[src/logic/pwr_save_pkg.sv]
// Package of constants and types for the power-saving controller
package pwr_save_pkg;

  // Register byte offsets on the bus
  localparam logic [7:0] ADDR_ARM      = 8'h00;
  localparam logic [7:0] ADDR_EDGE     = 8'h04;
  localparam logic [7:0] ADDR_INT_STAT = 8'h08;
  localparam logic [7:0] ADDR_INT_CLR  = 8'h0c;
  localparam logic [7:0] ADDR_INT_EN   = 8'h10;
  localparam logic [7:0] ADDR_STATUS   = 8'h14;

  // Edge polarity register fields
  localparam int EDGE_POL_LSB   = 0;
  localparam int EDGE_POL_W     = 4;
  localparam int EDGE_KEY_BIT   = 4;
  localparam logic [4:0] EDGE_RESET = 5'h00;

  // Interrupt status fields
  localparam int EV_HALT_BIT  = 0;
  localparam int EV_GATE_BIT  = 1;
  localparam int EV_WAKE_BIT  = 2;
  localparam int EV_W         = 3;
  localparam logic [2:0] EV_RESET = 3'h0;

  // Status register fields
  localparam int ST_STATE_LSB  = 0;
  localparam int ST_OSC_BIT    = 4;
  localparam int ST_CPU_BIT    = 5;
  localparam int ST_ARM_BIT    = 6;
  localparam int ST_TIMER_LSB  = 8;

  // Timing
  localparam int CLK_MHZ          = 100;
  localparam int RST_PIN_MIN_US   = 2;
  localparam int RST_PIN_MIN_CYC  = RST_PIN_MIN_US * CLK_MHZ;
  localparam int STARTUP_CYCLES   = 2048;
  localparam logic [7:0] TIMER1_LOAD = 8'hff;
  localparam logic [2:0] TIMER1_DIV_LAST = 3'h7;

  typedef enum logic [2:0] {
    PS_STARTUP,
    PS_RUN,
    PS_HALT_OSC,
    PS_OSC_WAKE,
    PS_CLK_GATE,
    PS_PIN_RESET
  } pwr_state_t;

  // Interrupt requests already accepted by the interrupt controller
  typedef struct packed {
    logic serial;
    logic timer_x;
    logic timer_y;
    logic other;
    logic software_break_instruction;
  } irq_req_t;

  // Peripheral modes that keep running without the oscillator
  typedef struct packed {
    logic serial_ext_clk;
    logic timer_x_event;
    logic timer_y_event;
  } periph_mode_t;

endpackage

[src/logic/power_saving_mode_control.sv]
// Power-saving mode controller with arming, wake logic and start-up delay
`timescale 1ns/1ns

// Functional notes
// - Armed halt-oscillator stops oscillator, holds clock high
// - Halt entry loads timer 1 FF, divide eight
// - Event timers and external serial keep running
// - Pin reset low 2 us ends halt
// - After reset release, delay then reset vector
// - Accepted interrupt wakes halt after start-up delay
// - Return continues after halt-oscillator instruction
// - Halt wake only from listed sources
// - Armed clock-gate stops CPU clock only
// - Pin reset ends clock-gate, delay follows
// - Interrupt ends clock-gate with no delay
// - All sources except break wake clock-gate
// - Any reset disarms both instructions
// - Two consecutive arming writes arm; lone disarms
// - Edge polarity bits and key wake enable
// - Start-up delay is 2048 oscillator cycles
module power_saving_mode_control
  import pwr_save_pkg::*;
(
  input  wire logic         I_REF_CLK,
  input  wire logic         I_RST_N,
  input  wire logic         I_WB_CYC,
  input  wire logic         I_WB_STB,
  input  wire logic         I_WB_WE,
  input  wire logic [7:0]   I_WB_ADR,
  input  wire logic [3:0]   I_WB_SEL,
  input  wire logic [31:0]  I_WB_DAT,
  output logic [31:0]       O_WB_DAT,
  output logic              O_WB_ACK,
  input  wire logic         I_RESET_PIN_N,
  input  wire logic [3:0]   I_EDGE_PIN,
  input  wire logic [3:0]   I_EDGE_IRQ_EN,
  input  wire logic         I_KEY_N,
  input  wire irq_req_t     I_IRQ_REQ,
  input  wire periph_mode_t I_PERIPH_MODE,
  input  wire logic         I_HALT_OSC_INSN,
  input  wire logic         I_CLOCK_GATE_INSN,
  output logic              O_CPU_CLK_EN,
  output logic              O_OSC_EN,
  output logic              O_PERIPH_CLK_EN,
  output logic              O_SERIAL_CLK_EN,
  output logic              O_TIMER_X_CLK_EN,
  output logic              O_TIMER_Y_CLK_EN,
  output logic              O_CPU_RESET,
  output logic              O_RESET_VECTOR,
  output logic              O_WAKE_SERVICE,
  output logic [3:0]        O_EDGE_IRQ,
  output logic              O_IRQ
);

  localparam int RST_CNT_W = $clog2(RST_PIN_MIN_CYC + 1);
  localparam logic [RST_CNT_W-1:0] RST_CNT_MAX =
    RST_CNT_W'(RST_PIN_MIN_CYC);

  // Filtered pin level: second and third stage must agree
  function automatic logic filt(input logic s2, input logic s3,
                                input logic cur);
    filt = (s2 == s3) ? s2 : cur;
  endfunction

  pwr_state_t             state_reg;
  logic [2:0]             rpin_sync_reg;
  logic                   rpin_lvl_reg;
  logic [RST_CNT_W-1:0]   rpin_cnt_reg;
  logic                   pin_rst_reg;
  logic [3:0]             e_s1_reg;
  logic [3:0]             e_s2_reg;
  logic [3:0]             e_s3_reg;
  logic [3:0]             e_lvl_reg;
  logic [2:0]             key_sync_reg;
  logic                   key_lvl_reg;
  logic [3:0]             edge_irq_reg;
  logic                   ack_reg;
  logic [31:0]            rdat_reg;
  logic                   arm_reg;
  logic                   prev_arm_wr_reg;
  logic [4:0]             edge_cfg_reg;
  logic [EV_W-1:0]        ev_stat_reg;
  logic [EV_W-1:0]        ev_en_reg;
  logic [7:0]             timer1_reg;
  logic [2:0]             presc_reg;
  logic                   cpu_clk_reg;
  logic                   osc_reg;
  logic                   periph_reg;
  logic                   cpu_rst_reg;
  logic                   rvec_reg;
  logic                   wsrv_reg;

  logic                   access;
  logic                   wr_take;
  logic [3:0]             pol_edge;
  logic                   key_wake;
  logic                   halt_wake;
  logic                   gate_wake;
  logic                   timer_done;
  logic                   enter_halt;
  logic                   enter_gate;
  logic                   rst_release;
  logic [EV_W-1:0]        ev_set;
  logic [EV_W-1:0]        ev_clr;
  logic [3:0]             e_lvl_next;
  logic [3:0]             e_rise;
  logic [3:0]             e_fall;

  // Reset pin synchroniser and low-time qualifier
  always_ff @(posedge I_REF_CLK or negedge I_RST_N) begin
    if (!I_RST_N) begin
      rpin_sync_reg <= 3'h7;
      rpin_lvl_reg  <= 1'b1;
    end else begin
      rpin_sync_reg <= {rpin_sync_reg[1:0], I_RESET_PIN_N};
      rpin_lvl_reg  <= filt(rpin_sync_reg[1], rpin_sync_reg[2],
                            rpin_lvl_reg);
    end
  end

  always_ff @(posedge I_REF_CLK or negedge I_RST_N) begin
    if (!I_RST_N) begin
      rpin_cnt_reg <= '0;
      pin_rst_reg  <= 1'b0;
    end else if (rpin_lvl_reg) begin
      rpin_cnt_reg <= '0;
      pin_rst_reg  <= 1'b0;
    end else if (rpin_cnt_reg < RST_CNT_MAX - 1'b1) begin
      rpin_cnt_reg <= rpin_cnt_reg + 1'b1;
    end else begin
      pin_rst_reg  <= 1'b1;
    end
  end

  // Edge and key pin synchronisers
  always_ff @(posedge I_REF_CLK or negedge I_RST_N) begin
    if (!I_RST_N) begin
      e_s1_reg     <= 4'h0;
      e_s2_reg     <= 4'h0;
      e_s3_reg     <= 4'h0;
      e_lvl_reg    <= 4'h0;
      key_sync_reg <= 3'h7;
      key_lvl_reg  <= 1'b1;
    end else begin
      e_s1_reg     <= I_EDGE_PIN;
      e_s2_reg     <= e_s1_reg;
      e_s3_reg     <= e_s2_reg;
      e_lvl_reg    <= e_lvl_next;
      key_sync_reg <= {key_sync_reg[1:0], I_KEY_N};
      key_lvl_reg  <= filt(key_sync_reg[1], key_sync_reg[2],
                           key_lvl_reg);
    end
  end

  genvar g;
  generate
    for (g = 0; g < 4; g++) begin : g_edge
      assign e_lvl_next[g] = filt(e_s2_reg[g], e_s3_reg[g], e_lvl_reg[g]);
      assign e_rise[g]     = e_lvl_next[g] & ~e_lvl_reg[g];
      assign e_fall[g]     = ~e_lvl_next[g] & e_lvl_reg[g];
      // Polarity bit high selects the rising edge
      assign pol_edge[g]   = I_EDGE_IRQ_EN[g] &
        (edge_cfg_reg[EDGE_POL_LSB + g] ? e_rise[g] : e_fall[g]);
    end
  endgenerate

  always_ff @(posedge I_REF_CLK or negedge I_RST_N) begin
    if (!I_RST_N) begin
      edge_irq_reg <= 4'h0;
    end else begin
      edge_irq_reg <= pin_rst_reg ? 4'h0 : pol_edge;
    end
  end

  assign key_wake = edge_cfg_reg[EDGE_KEY_BIT] & ~key_lvl_reg;

  // Wake qualification
  assign halt_wake = (|edge_irq_reg) | key_wake |
    (I_IRQ_REQ.serial  & I_PERIPH_MODE.serial_ext_clk) |
    (I_IRQ_REQ.timer_x & I_PERIPH_MODE.timer_x_event) |
    (I_IRQ_REQ.timer_y & I_PERIPH_MODE.timer_y_event);
  assign gate_wake = (|edge_irq_reg) | key_wake | I_IRQ_REQ.serial |
    I_IRQ_REQ.timer_x | I_IRQ_REQ.timer_y | I_IRQ_REQ.other;

  assign enter_halt  = (state_reg == PS_RUN) & I_HALT_OSC_INSN &
                       arm_reg;
  assign enter_gate  = (state_reg == PS_RUN) & I_CLOCK_GATE_INSN &
                       ~I_HALT_OSC_INSN & arm_reg;
  assign rst_release = (state_reg == PS_PIN_RESET) & ~pin_rst_reg;
  assign timer_done  = (presc_reg == 3'h0) & (timer1_reg == 8'h00);

  // Power state sequencing
  always_ff @(posedge I_REF_CLK or negedge I_RST_N) begin
    if (!I_RST_N) begin
      state_reg <= PS_STARTUP;
    end else if (pin_rst_reg) begin
      state_reg <= PS_PIN_RESET;
    end else begin
      case (state_reg)
        PS_STARTUP: begin
          if (timer_done) begin
            state_reg <= PS_RUN;
          end
        end
        PS_RUN: begin
          if (enter_halt) begin
            state_reg <= PS_HALT_OSC;
          end else if (enter_gate) begin
            state_reg <= PS_CLK_GATE;
          end
        end
        PS_HALT_OSC: begin
          if (halt_wake) begin
            state_reg <= PS_OSC_WAKE;
          end
        end
        PS_OSC_WAKE: begin
          if (timer_done) begin
            state_reg <= PS_RUN;
          end
        end
        PS_CLK_GATE: begin
          if (gate_wake) begin
            state_reg <= PS_RUN;
          end
        end
        PS_PIN_RESET: begin
          state_reg <= PS_STARTUP;
        end
        default: begin
          state_reg <= PS_STARTUP;
        end
      endcase
    end
  end

  // Timer 1 as start-up delay: 256 counts of a divide-by-eight source
  always_ff @(posedge I_REF_CLK or negedge I_RST_N) begin
    if (!I_RST_N) begin
      timer1_reg <= TIMER1_LOAD;
      presc_reg  <= TIMER1_DIV_LAST;
    end else if (enter_halt | (state_reg == PS_PIN_RESET)) begin
      timer1_reg <= TIMER1_LOAD;
      presc_reg  <= TIMER1_DIV_LAST;
    end else if ((state_reg == PS_STARTUP) |
                 (state_reg == PS_OSC_WAKE)) begin
      if (presc_reg == 3'h0) begin
        presc_reg  <= TIMER1_DIV_LAST;
        timer1_reg <= timer_done ? TIMER1_LOAD : timer1_reg - 1'b1;
      end else begin
        presc_reg  <= presc_reg - 1'b1;
      end
    end
  end

  // Clock, oscillator and CPU control outputs
  always_ff @(posedge I_REF_CLK or negedge I_RST_N) begin
    if (!I_RST_N) begin
      cpu_clk_reg <= 1'b0;
      osc_reg     <= 1'b1;
      periph_reg  <= 1'b1;
      cpu_rst_reg <= 1'b1;
      rvec_reg    <= 1'b0;
      wsrv_reg    <= 1'b0;
    end else begin
      cpu_clk_reg <= 1'b0;
      osc_reg     <= 1'b1;
      periph_reg  <= 1'b1;
      cpu_rst_reg <= 1'b0;
      rvec_reg    <= 1'b0;
      wsrv_reg    <= 1'b0;
      if (pin_rst_reg) begin
        cpu_rst_reg <= 1'b1;
      end else begin
        case (state_reg)
          PS_STARTUP: begin
            cpu_rst_reg <= ~timer_done;
            cpu_clk_reg <= timer_done;
            rvec_reg    <= timer_done;
          end
          PS_RUN: begin
            cpu_clk_reg <= ~(enter_halt | enter_gate);
            osc_reg     <= ~enter_halt;
            periph_reg  <= ~enter_halt;
          end
          PS_HALT_OSC: begin
            osc_reg     <= halt_wake;
            periph_reg  <= halt_wake;
          end
          PS_OSC_WAKE: begin
            cpu_clk_reg <= timer_done;
            wsrv_reg    <= timer_done;
          end
          PS_CLK_GATE: begin
            cpu_clk_reg <= gate_wake;
            wsrv_reg    <= gate_wake;
          end
          PS_PIN_RESET: begin
            cpu_rst_reg <= 1'b1;
          end
          default: begin
            cpu_rst_reg <= 1'b1;
          end
        endcase
      end
    end
  end

  // Wishbone slave: ack one cycle after the strobe, write at the ack edge
  assign access  = I_WB_CYC & I_WB_STB;
  assign wr_take = access & ack_reg & I_WB_WE & I_WB_SEL[0];

  always_ff @(posedge I_REF_CLK or negedge I_RST_N) begin
    if (!I_RST_N) begin
      ack_reg  <= 1'b0;
      rdat_reg <= 32'h0000_0000;
    end else begin
      ack_reg  <= access & ~ack_reg;
      if (access & ~ack_reg) begin
        case (I_WB_ADR)
          ADDR_ARM:      rdat_reg <= {31'h0, arm_reg};
          ADDR_EDGE:     rdat_reg <= {27'h0, edge_cfg_reg};
          ADDR_INT_STAT: rdat_reg <= {29'h0, ev_stat_reg};
          ADDR_INT_EN:   rdat_reg <= {29'h0, ev_en_reg};
          ADDR_STATUS:   rdat_reg <= {16'h0, timer1_reg, 1'b0, arm_reg,
                                      cpu_clk_reg, osc_reg, 1'b0, state_reg};
          default:       rdat_reg <= 32'h0000_0000;
        endcase
      end
    end
  end

  // Arming: two consecutive writes arm, any other access breaks the pair
  always_ff @(posedge I_REF_CLK or negedge I_RST_N) begin
    if (!I_RST_N) begin
      arm_reg         <= 1'b0;
      prev_arm_wr_reg <= 1'b0;
    end else if (pin_rst_reg) begin
      arm_reg         <= 1'b0;
      prev_arm_wr_reg <= 1'b0;
    end else if (access & ack_reg) begin
      if (wr_take & (I_WB_ADR == ADDR_ARM)) begin
        arm_reg         <= prev_arm_wr_reg;
        prev_arm_wr_reg <= 1'b1;
      end else begin
        prev_arm_wr_reg <= 1'b0;
      end
    end
  end

  always_ff @(posedge I_REF_CLK or negedge I_RST_N) begin
    if (!I_RST_N) begin
      edge_cfg_reg <= EDGE_RESET;
      ev_en_reg    <= EV_RESET;
    end else if (pin_rst_reg) begin
      edge_cfg_reg <= EDGE_RESET;
      ev_en_reg    <= EV_RESET;
    end else if (wr_take) begin
      if (I_WB_ADR == ADDR_EDGE) begin
        edge_cfg_reg <= I_WB_DAT[4:0];
      end
      if (I_WB_ADR == ADDR_INT_EN) begin
        ev_en_reg <= I_WB_DAT[EV_W-1:0];
      end
    end
  end

  // Sticky events; a set in the clearing cycle wins
  always_comb begin
    ev_set = '0;
    ev_set[EV_HALT_BIT] = enter_halt;
    ev_set[EV_GATE_BIT] = enter_gate;
    ev_set[EV_WAKE_BIT] = wsrv_reg;
    ev_clr = (wr_take & (I_WB_ADR == ADDR_INT_CLR)) ?
             I_WB_DAT[EV_W-1:0] : '0;
  end

  always_ff @(posedge I_REF_CLK or negedge I_RST_N) begin
    if (!I_RST_N) begin
      ev_stat_reg <= EV_RESET;
    end else if (pin_rst_reg) begin
      ev_stat_reg <= EV_RESET;
    end else begin
      ev_stat_reg <= (ev_stat_reg & ~ev_clr) | ev_set;
    end
  end

  assign O_WB_ACK         = ack_reg;
  assign O_WB_DAT         = rdat_reg;
  assign O_CPU_CLK_EN     = cpu_clk_reg;
  assign O_OSC_EN         = osc_reg;
  assign O_PERIPH_CLK_EN  = periph_reg;
  // Event-count timers and externally clocked serial keep running
  assign O_SERIAL_CLK_EN  = periph_reg | I_PERIPH_MODE.serial_ext_clk;
  assign O_TIMER_X_CLK_EN = periph_reg | I_PERIPH_MODE.timer_x_event;
  assign O_TIMER_Y_CLK_EN = periph_reg | I_PERIPH_MODE.timer_y_event;
  assign O_CPU_RESET      = cpu_rst_reg;
  assign O_RESET_VECTOR   = rvec_reg;
  assign O_WAKE_SERVICE   = wsrv_reg;
  assign O_EDGE_IRQ       = edge_irq_reg;
  assign O_IRQ            = |(ev_stat_reg & ev_en_reg);

endmodule // power_saving_mode_control

[config.mk]
export PLATFORM = sky130hd
export DESIGN_NAME = power_saving_mode_control
export DESIGN_NICKNAME = d
export VERILOG_FILES = /design/src/logic/pwr_save_pkg.sv /design/src/logic/power_saving_mode_control.sv
export SDC_FILE = /design/constraint.sdc
export NUM_CORES = 1
export LEC_CHECK = 0
export ABC_CLOCK_PERIOD_IN_PS = 2800
export BUFFER_PORTS_ARGS = -buffer_cell sky130_fd_sc_hd__buf_2
export CELL_PAD_IN_SITES_DETAIL_PLACEMENT = 0
export CELL_PAD_IN_SITES_GLOBAL_PLACEMENT = 2
export CORE_MARGIN = 2
export CORE_UTILIZATION = 34
export CTS_CLUSTER_SIZE = 20
export DETAILED_ROUTE_END_ITERATION = 8
export PLACE_DENSITY = 0.86
export SLEW_MARGIN = 20
export SYNTH_ARGS = -nofsm -noshare
export SYNTH_HDL_FRONTEND = slang
export SYNTH_SLANG_ARGS = --single-unit
[constraint.sdc]
create_clock -name I_REF_CLK -period 2.8 [get_ports I_REF_CLK]
set_clock_uncertainty 0.05 [all_clocks]
set_input_delay 0.7 -clock I_REF_CLK [delete_from_list [all_inputs] [get_ports I_REF_CLK]]
set_output_delay 0.7 -clock I_REF_CLK [all_outputs]
set_load 0.1 [all_outputs]
* Word-level counts from Yosys, hierarchy flattened
Index checks and enable logic that the tools add are counted.
** Word-level totals
- Flip-flop bits (word level) :: 102
- Bits in latches :: 0
- RAM bits :: 0
- Bits in read-only memories :: 0
- Input port bits :: 69
- Output and inout port bits :: 47
- Word-level logic and storage cells :: 185
- Memories kept :: 0
** Cells by class
- $add $sub $neg :: 3
- Multipliers :: 0
- Div/mod/pow operators :: 0
- $lt $le $gt $ge :: 1
- Equal/unequal tests :: 21
- Shifts and indexed selects :: 0
- Muxes and demuxes :: 52
- Bitwise logic cells :: 61
- Reduce and logical (&&, ||, !) cells :: 21
** Operators by type and width (count)
- one-hot mux 16 bit (5 select lines) :: 1
- 2-to-1 mux 8 bit :: 6
- 2-to-1 mux 3 bit :: 14
- AND 1 bit :: 29
- 2-to-1 mux 1 bit :: 22
- == test 8 x 4 -> 1 bit, second input constant :: 2
- == test 8 x 5 -> 1 bit, second input constant :: 2
- zero test 8 bit :: 2
- nonzero test 2 bit :: 8
- 2-to-1 mux 5 bit :: 3
- inverter 1 bit :: 14
- OR 1 bit :: 14
- one-hot mux 3 bit (4 select lines) :: 1
- adder 8 x 1 -> 8 bit, second input constant :: 1
- == test 8 x 3 -> 1 bit, second input constant :: 1
- < comparator 8 bit, second input constant :: 1
- AND reduction 2 bit :: 4
- OR reduction 4 bit :: 2
- subtractor 8 x 1 -> 8 bit, second input constant :: 1
- AND 3 bit :: 2
- == test 1 bit :: 6
- == test 3 x 2 -> 1 bit, second input constant :: 2
- == test 3 bit, second input constant :: 2
- zero test 3 bit :: 2
- 14 further kinds :: 17

* Logic depth before layout (Yosys ltp)
- Depth in word-level cells :: 10
- Gate-level depth with buffers :: 8
- Depth with buffers taken out :: 8

* Worst setup path before layout
No wires, ideal clock.
- Kind :: in2reg
- Start point :: input I_IRQ_REQ[4] (netlist bit)
- End point :: register state_reg[1]
- Arrival :: 2.303 ns
- Required time :: 2.625 ns
- Slack :: 0.322 ns
- Stages on the path :: 5
- Cells stage by stage :: or4_4 -> or3b_1 -> a211o_1 -> nand3_2 -> mux2_2
** Between the ends
- Cells in the longest elaborated chain, start to end :: 6
- Elaborated cells between the ends (all ways) :: 11
- Those cells by class :: 2 x eq/ne; 8 x bitwise; 1 x reduce/logical
** Ends and longest elaborated chain
- from (decl) :: RTL line power_saving_mode_control.sv:38 : input wire irq_req_t I_IRQ_REQ,
- OR 1 bit or AND 1 bit (tied branches) :: RTL line power_saving_mode_control.sv:182, power_saving_mode_control.sv:179
- OR 1 bit (on tied branches) :: RTL line power_saving_mode_control.sv:182, power_saving_mode_control.sv:178
- OR 1 bit (on tied branches) :: RTL line power_saving_mode_control.sv:183, power_saving_mode_control.sv:179
- OR 1 bit (on tied branches) :: RTL line power_saving_mode_control.sv:183, power_saving_mode_control.sv:180
- inequality test 3 bit (no source line)
- AND reduction 4 bit (no source line) *
- to (signal assigned) :: RTL line power_saving_mode_control.sv:195 : state_reg <= PS_STARTUP;
- to (signal assigned) :: RTL line power_saving_mode_control.sv:197 : state_reg <= PS_PIN_RESET;
- to (signal assigned) :: RTL line power_saving_mode_control.sv:202 : state_reg <= PS_RUN;
- to (decl) :: RTL line power_saving_mode_control.sv:65 : pwr_state_t state_reg;
Every way passes the cells marked *; elsewhere a longest branch is shown, timed or not.
A chain may end at the register's enable or synchronous reset.

* Worst setup path in the final report
Ends and elaborated chain as after synthesis.

==> summary.md <==
| Metric | Value |
|---|---|
| Status | completed |
| Sink Count | 85 |
| Distinct cell type count after synthesis | 54 |
| Max VDD drop | 0.426 mV |
| Crit share post-route | 82.8% |
| Post-synthesis register bit count | 85 |
| HP Class | input pin to async pin |
| Largest net degree at the start of global routing | 45 |
| CTS H-tree lvls | 3 |
| Die X | 111 um |
| Synth-to-layout area growth | 18.1% |
| Gpl congestion | 0.767 |
| Slew HR | 51.2% |
| Leakage power | 0.00215 uW |
| CTS tree | built |
| Rows | 39 |
| Initial antenna violation count | 1 |
| Clock slew at reported path FFs | 0.06 ns |
| Part of the power in registers | 45.9% |
| Share of layout cells above drive strength 1 | 29.1% |
| Count leader, synth | dfrtp_1 |
| Antenna cells | 0 |
| CTS Buf Count | 9 |
| Vias in the first global route | 2723 |
| Initial drt markers | 117 |
| Worst setup startpoint | I_IRQ_REQ[4] |
| CP max stage cell | or4_4 |
| Gate Count Post-Synth | 359 |
| Post-synth top area cell | dfrtp_1 |
| R2R depth | 4 |
| FF-to-FF Start | state_reg[2] |
| Required @ worst endpoint | 2.97 ns |
| Initial core utilization | 34.6% |
| Hold Slack | 0.287 ns |
| Worst-skew pair later-pin latency | 0.34 ns |
| Setup TNS Final | 0 ns |
| DR WL/cell | 13.9 um |
| Cts hold-fix bufs | 0 |
| CP Class | input pin to flop |
| Max reg flops | 15 |
| # resized after CTS | 0 |
| Yosys Warn Count | 0 |
| Power Density | 681 mW/mm^2 |
| Post-synth top cells | 64 x dfrtp_1, 37 x nand2_1, 28 x nor2_1, 21 x dfstp_2, 18 x buf_4 |
| Sw frac | 32.4% |
| DRC viols | 0 |
| Tot Pwr | 3150 uW |
| Placeable Area | 0.0113 mm^2 |
| Number of enable flip-flop cells after synthesis | 0 |
| Post-synth ARST share | 100% |
| Max Cap Viol | 0 |
| Crit-path max cell delay | 0.54 ns |
| Pins over their slew limit | 0 |
| Cell Count, Final, Fillers Out | 573 |
| Main synth FF type | dfrtp_1 |
| Final non-filler cell area | 0.00462 mm^2 |
| Mapped cell area | 0.00391 mm^2 |
| Clock power frac | 34.7% |
| First-pass GRT wire length | 13500 um |
| Logic pwr share | 19.4% |
| Final Critical Period | 2.32 ns |
| RSZ-0062 raised after global routing | no |
| CP Cell Sequence | buf_2, or4_4, or3b_1, a211o_1, nand3_2, mux2_2 |
| Die H | 111 um |
| Pre-antenna DRT Iters | 4 |
| Critical Path Sink Type | flop |
| Bufs on Longest Clock Path | 2 |
| CTS Root Cell | clkbuf_16 |
| Post CTS Setup Buffer Count | 0 |
| Max Fclk | 431 MHz |
| Mean post-synth cell area | 10.9 um^2 |
| Crit path max fanout | 3 |
| Top cell type's share of synthesized area | 40.9% |
| Sequential share of the synthesized area | 55.0% |
| Endpoints failing setup | 0 |
| Input/output buffers | 67 |
| Critical Path AT | 2.49 ns |
| Worst setup SP type | input pin |
| Nets | 499 |
| Placed instance area | 0.00435 mm^2 |
| Int Pwr | 2130 uW |
| Drt total wl | 7940 um |
| Total GRT Usage | 13.5% |
| Slew @ Worst Pin | 0.732 ns |
| Top post-synthesis cells by area | dfrtp_1 41%, dfstp_2 14%, mux2i_1 3.6% |
| Boundary pin count | 116 |
| Full die area | 0.0124 mm^2 |
| Final Hold Fails | 0 |
| GR Overflow Total | 0 |
| Switching power | 1020 uW |
| Via count | 2799 |
| HPWL Detailed | 5860 um |
| Placed insts | 557 |
| Antenna-violating nets left | 0 |
| DR vias/cell | 4.88 |
==> metrics by stage <==
step                      utilization, %  worst slack (ns)
after detailed placement            38.4             0.124
after floorplan                        -             0.322
final                               40.8             0.482
after global routing                40.8             0.440
after global placement              38.4             0.161
after CTS                           40.8             0.480
==> worst paths after layout <==
kind | end | slack (ns)
min reg2reg | e_s2_reg[3] | 0.30
max | state_reg[1] | 0.48
max in group asynchronous | O_PERIPH_CLK_EN | 1.74
min in group I_REF_CLK | e_s2_reg[3] | 0.30
max reg2reg | state_reg[1] | 0.80
min | rpin_cnt_reg[6] | 0.29
==> power by group through the flow <==
stage               sequential (uW)  clock (uW)  combinational (uW)
finish                         1450        1090                 611
global route                   1460        1170                 686
CTS                            1450        1120                 619
detailed placement             1470           0                 617
global placement               1460           0                 609
floorplan                      1560           0                 392
==> layer usage <==
layer  GRT usage [%]  share of wire (%)  up-vias
li1                -                  -     1371
met1            18.5                 49     1351
met2            20.4                 44       64
met3            4.21                5.4       11
met4            4.20                1.4        2
met5               0               0.16        -
==> critical path, delay by kind of cell <==
family	cells	cell delay [ns]
simple gates	3	1.02
mux	1	0.34
compound gates	1	0.33
buf+inv	1	0.10
==> kinds of logic after synthesis <==
kind of cell / Yosys count / share of synthesized area [%]
compound gates: 57 / 10.7
mux: 17 / 4.44
simple gates: 131 / 17.9
fa+ha+maj: 11 / 3.13
buf+inv: 45 / 6.04
flops: 85 / 55.0
xor+xnor: 12 / 2.69
other cells: 1 / 0.0958
==> layout by cell type, fill, tap and decap left out, types with 10 or more instances in the layout <==
cell,netlist,layout
conb_1,1,17
dfstp_2,21,21
o21ai_0,11,11
nand3_1,10,10
inv_1,13,13
dfrtp_1,64,64
nor2_1,28,28
mux2i_1,14,14
nand2_1,37,37
a22o_1,12,12
xor2_1,10,10
buf_2,0,66
==> final cells by class <==
cell class | instances | area, um^2
inverter | 13 | 48.8
multi-input combinational | 245 | 1580
clock buffer | 9 | 225
fill | 1114 | 6700
tap | 143 | 179
sequential | 85 | 2150
timing repair buffer | 71 | 380
clock inverter | 7 | 50.0
No activity file was read; power rests on OpenSTA's default activity.
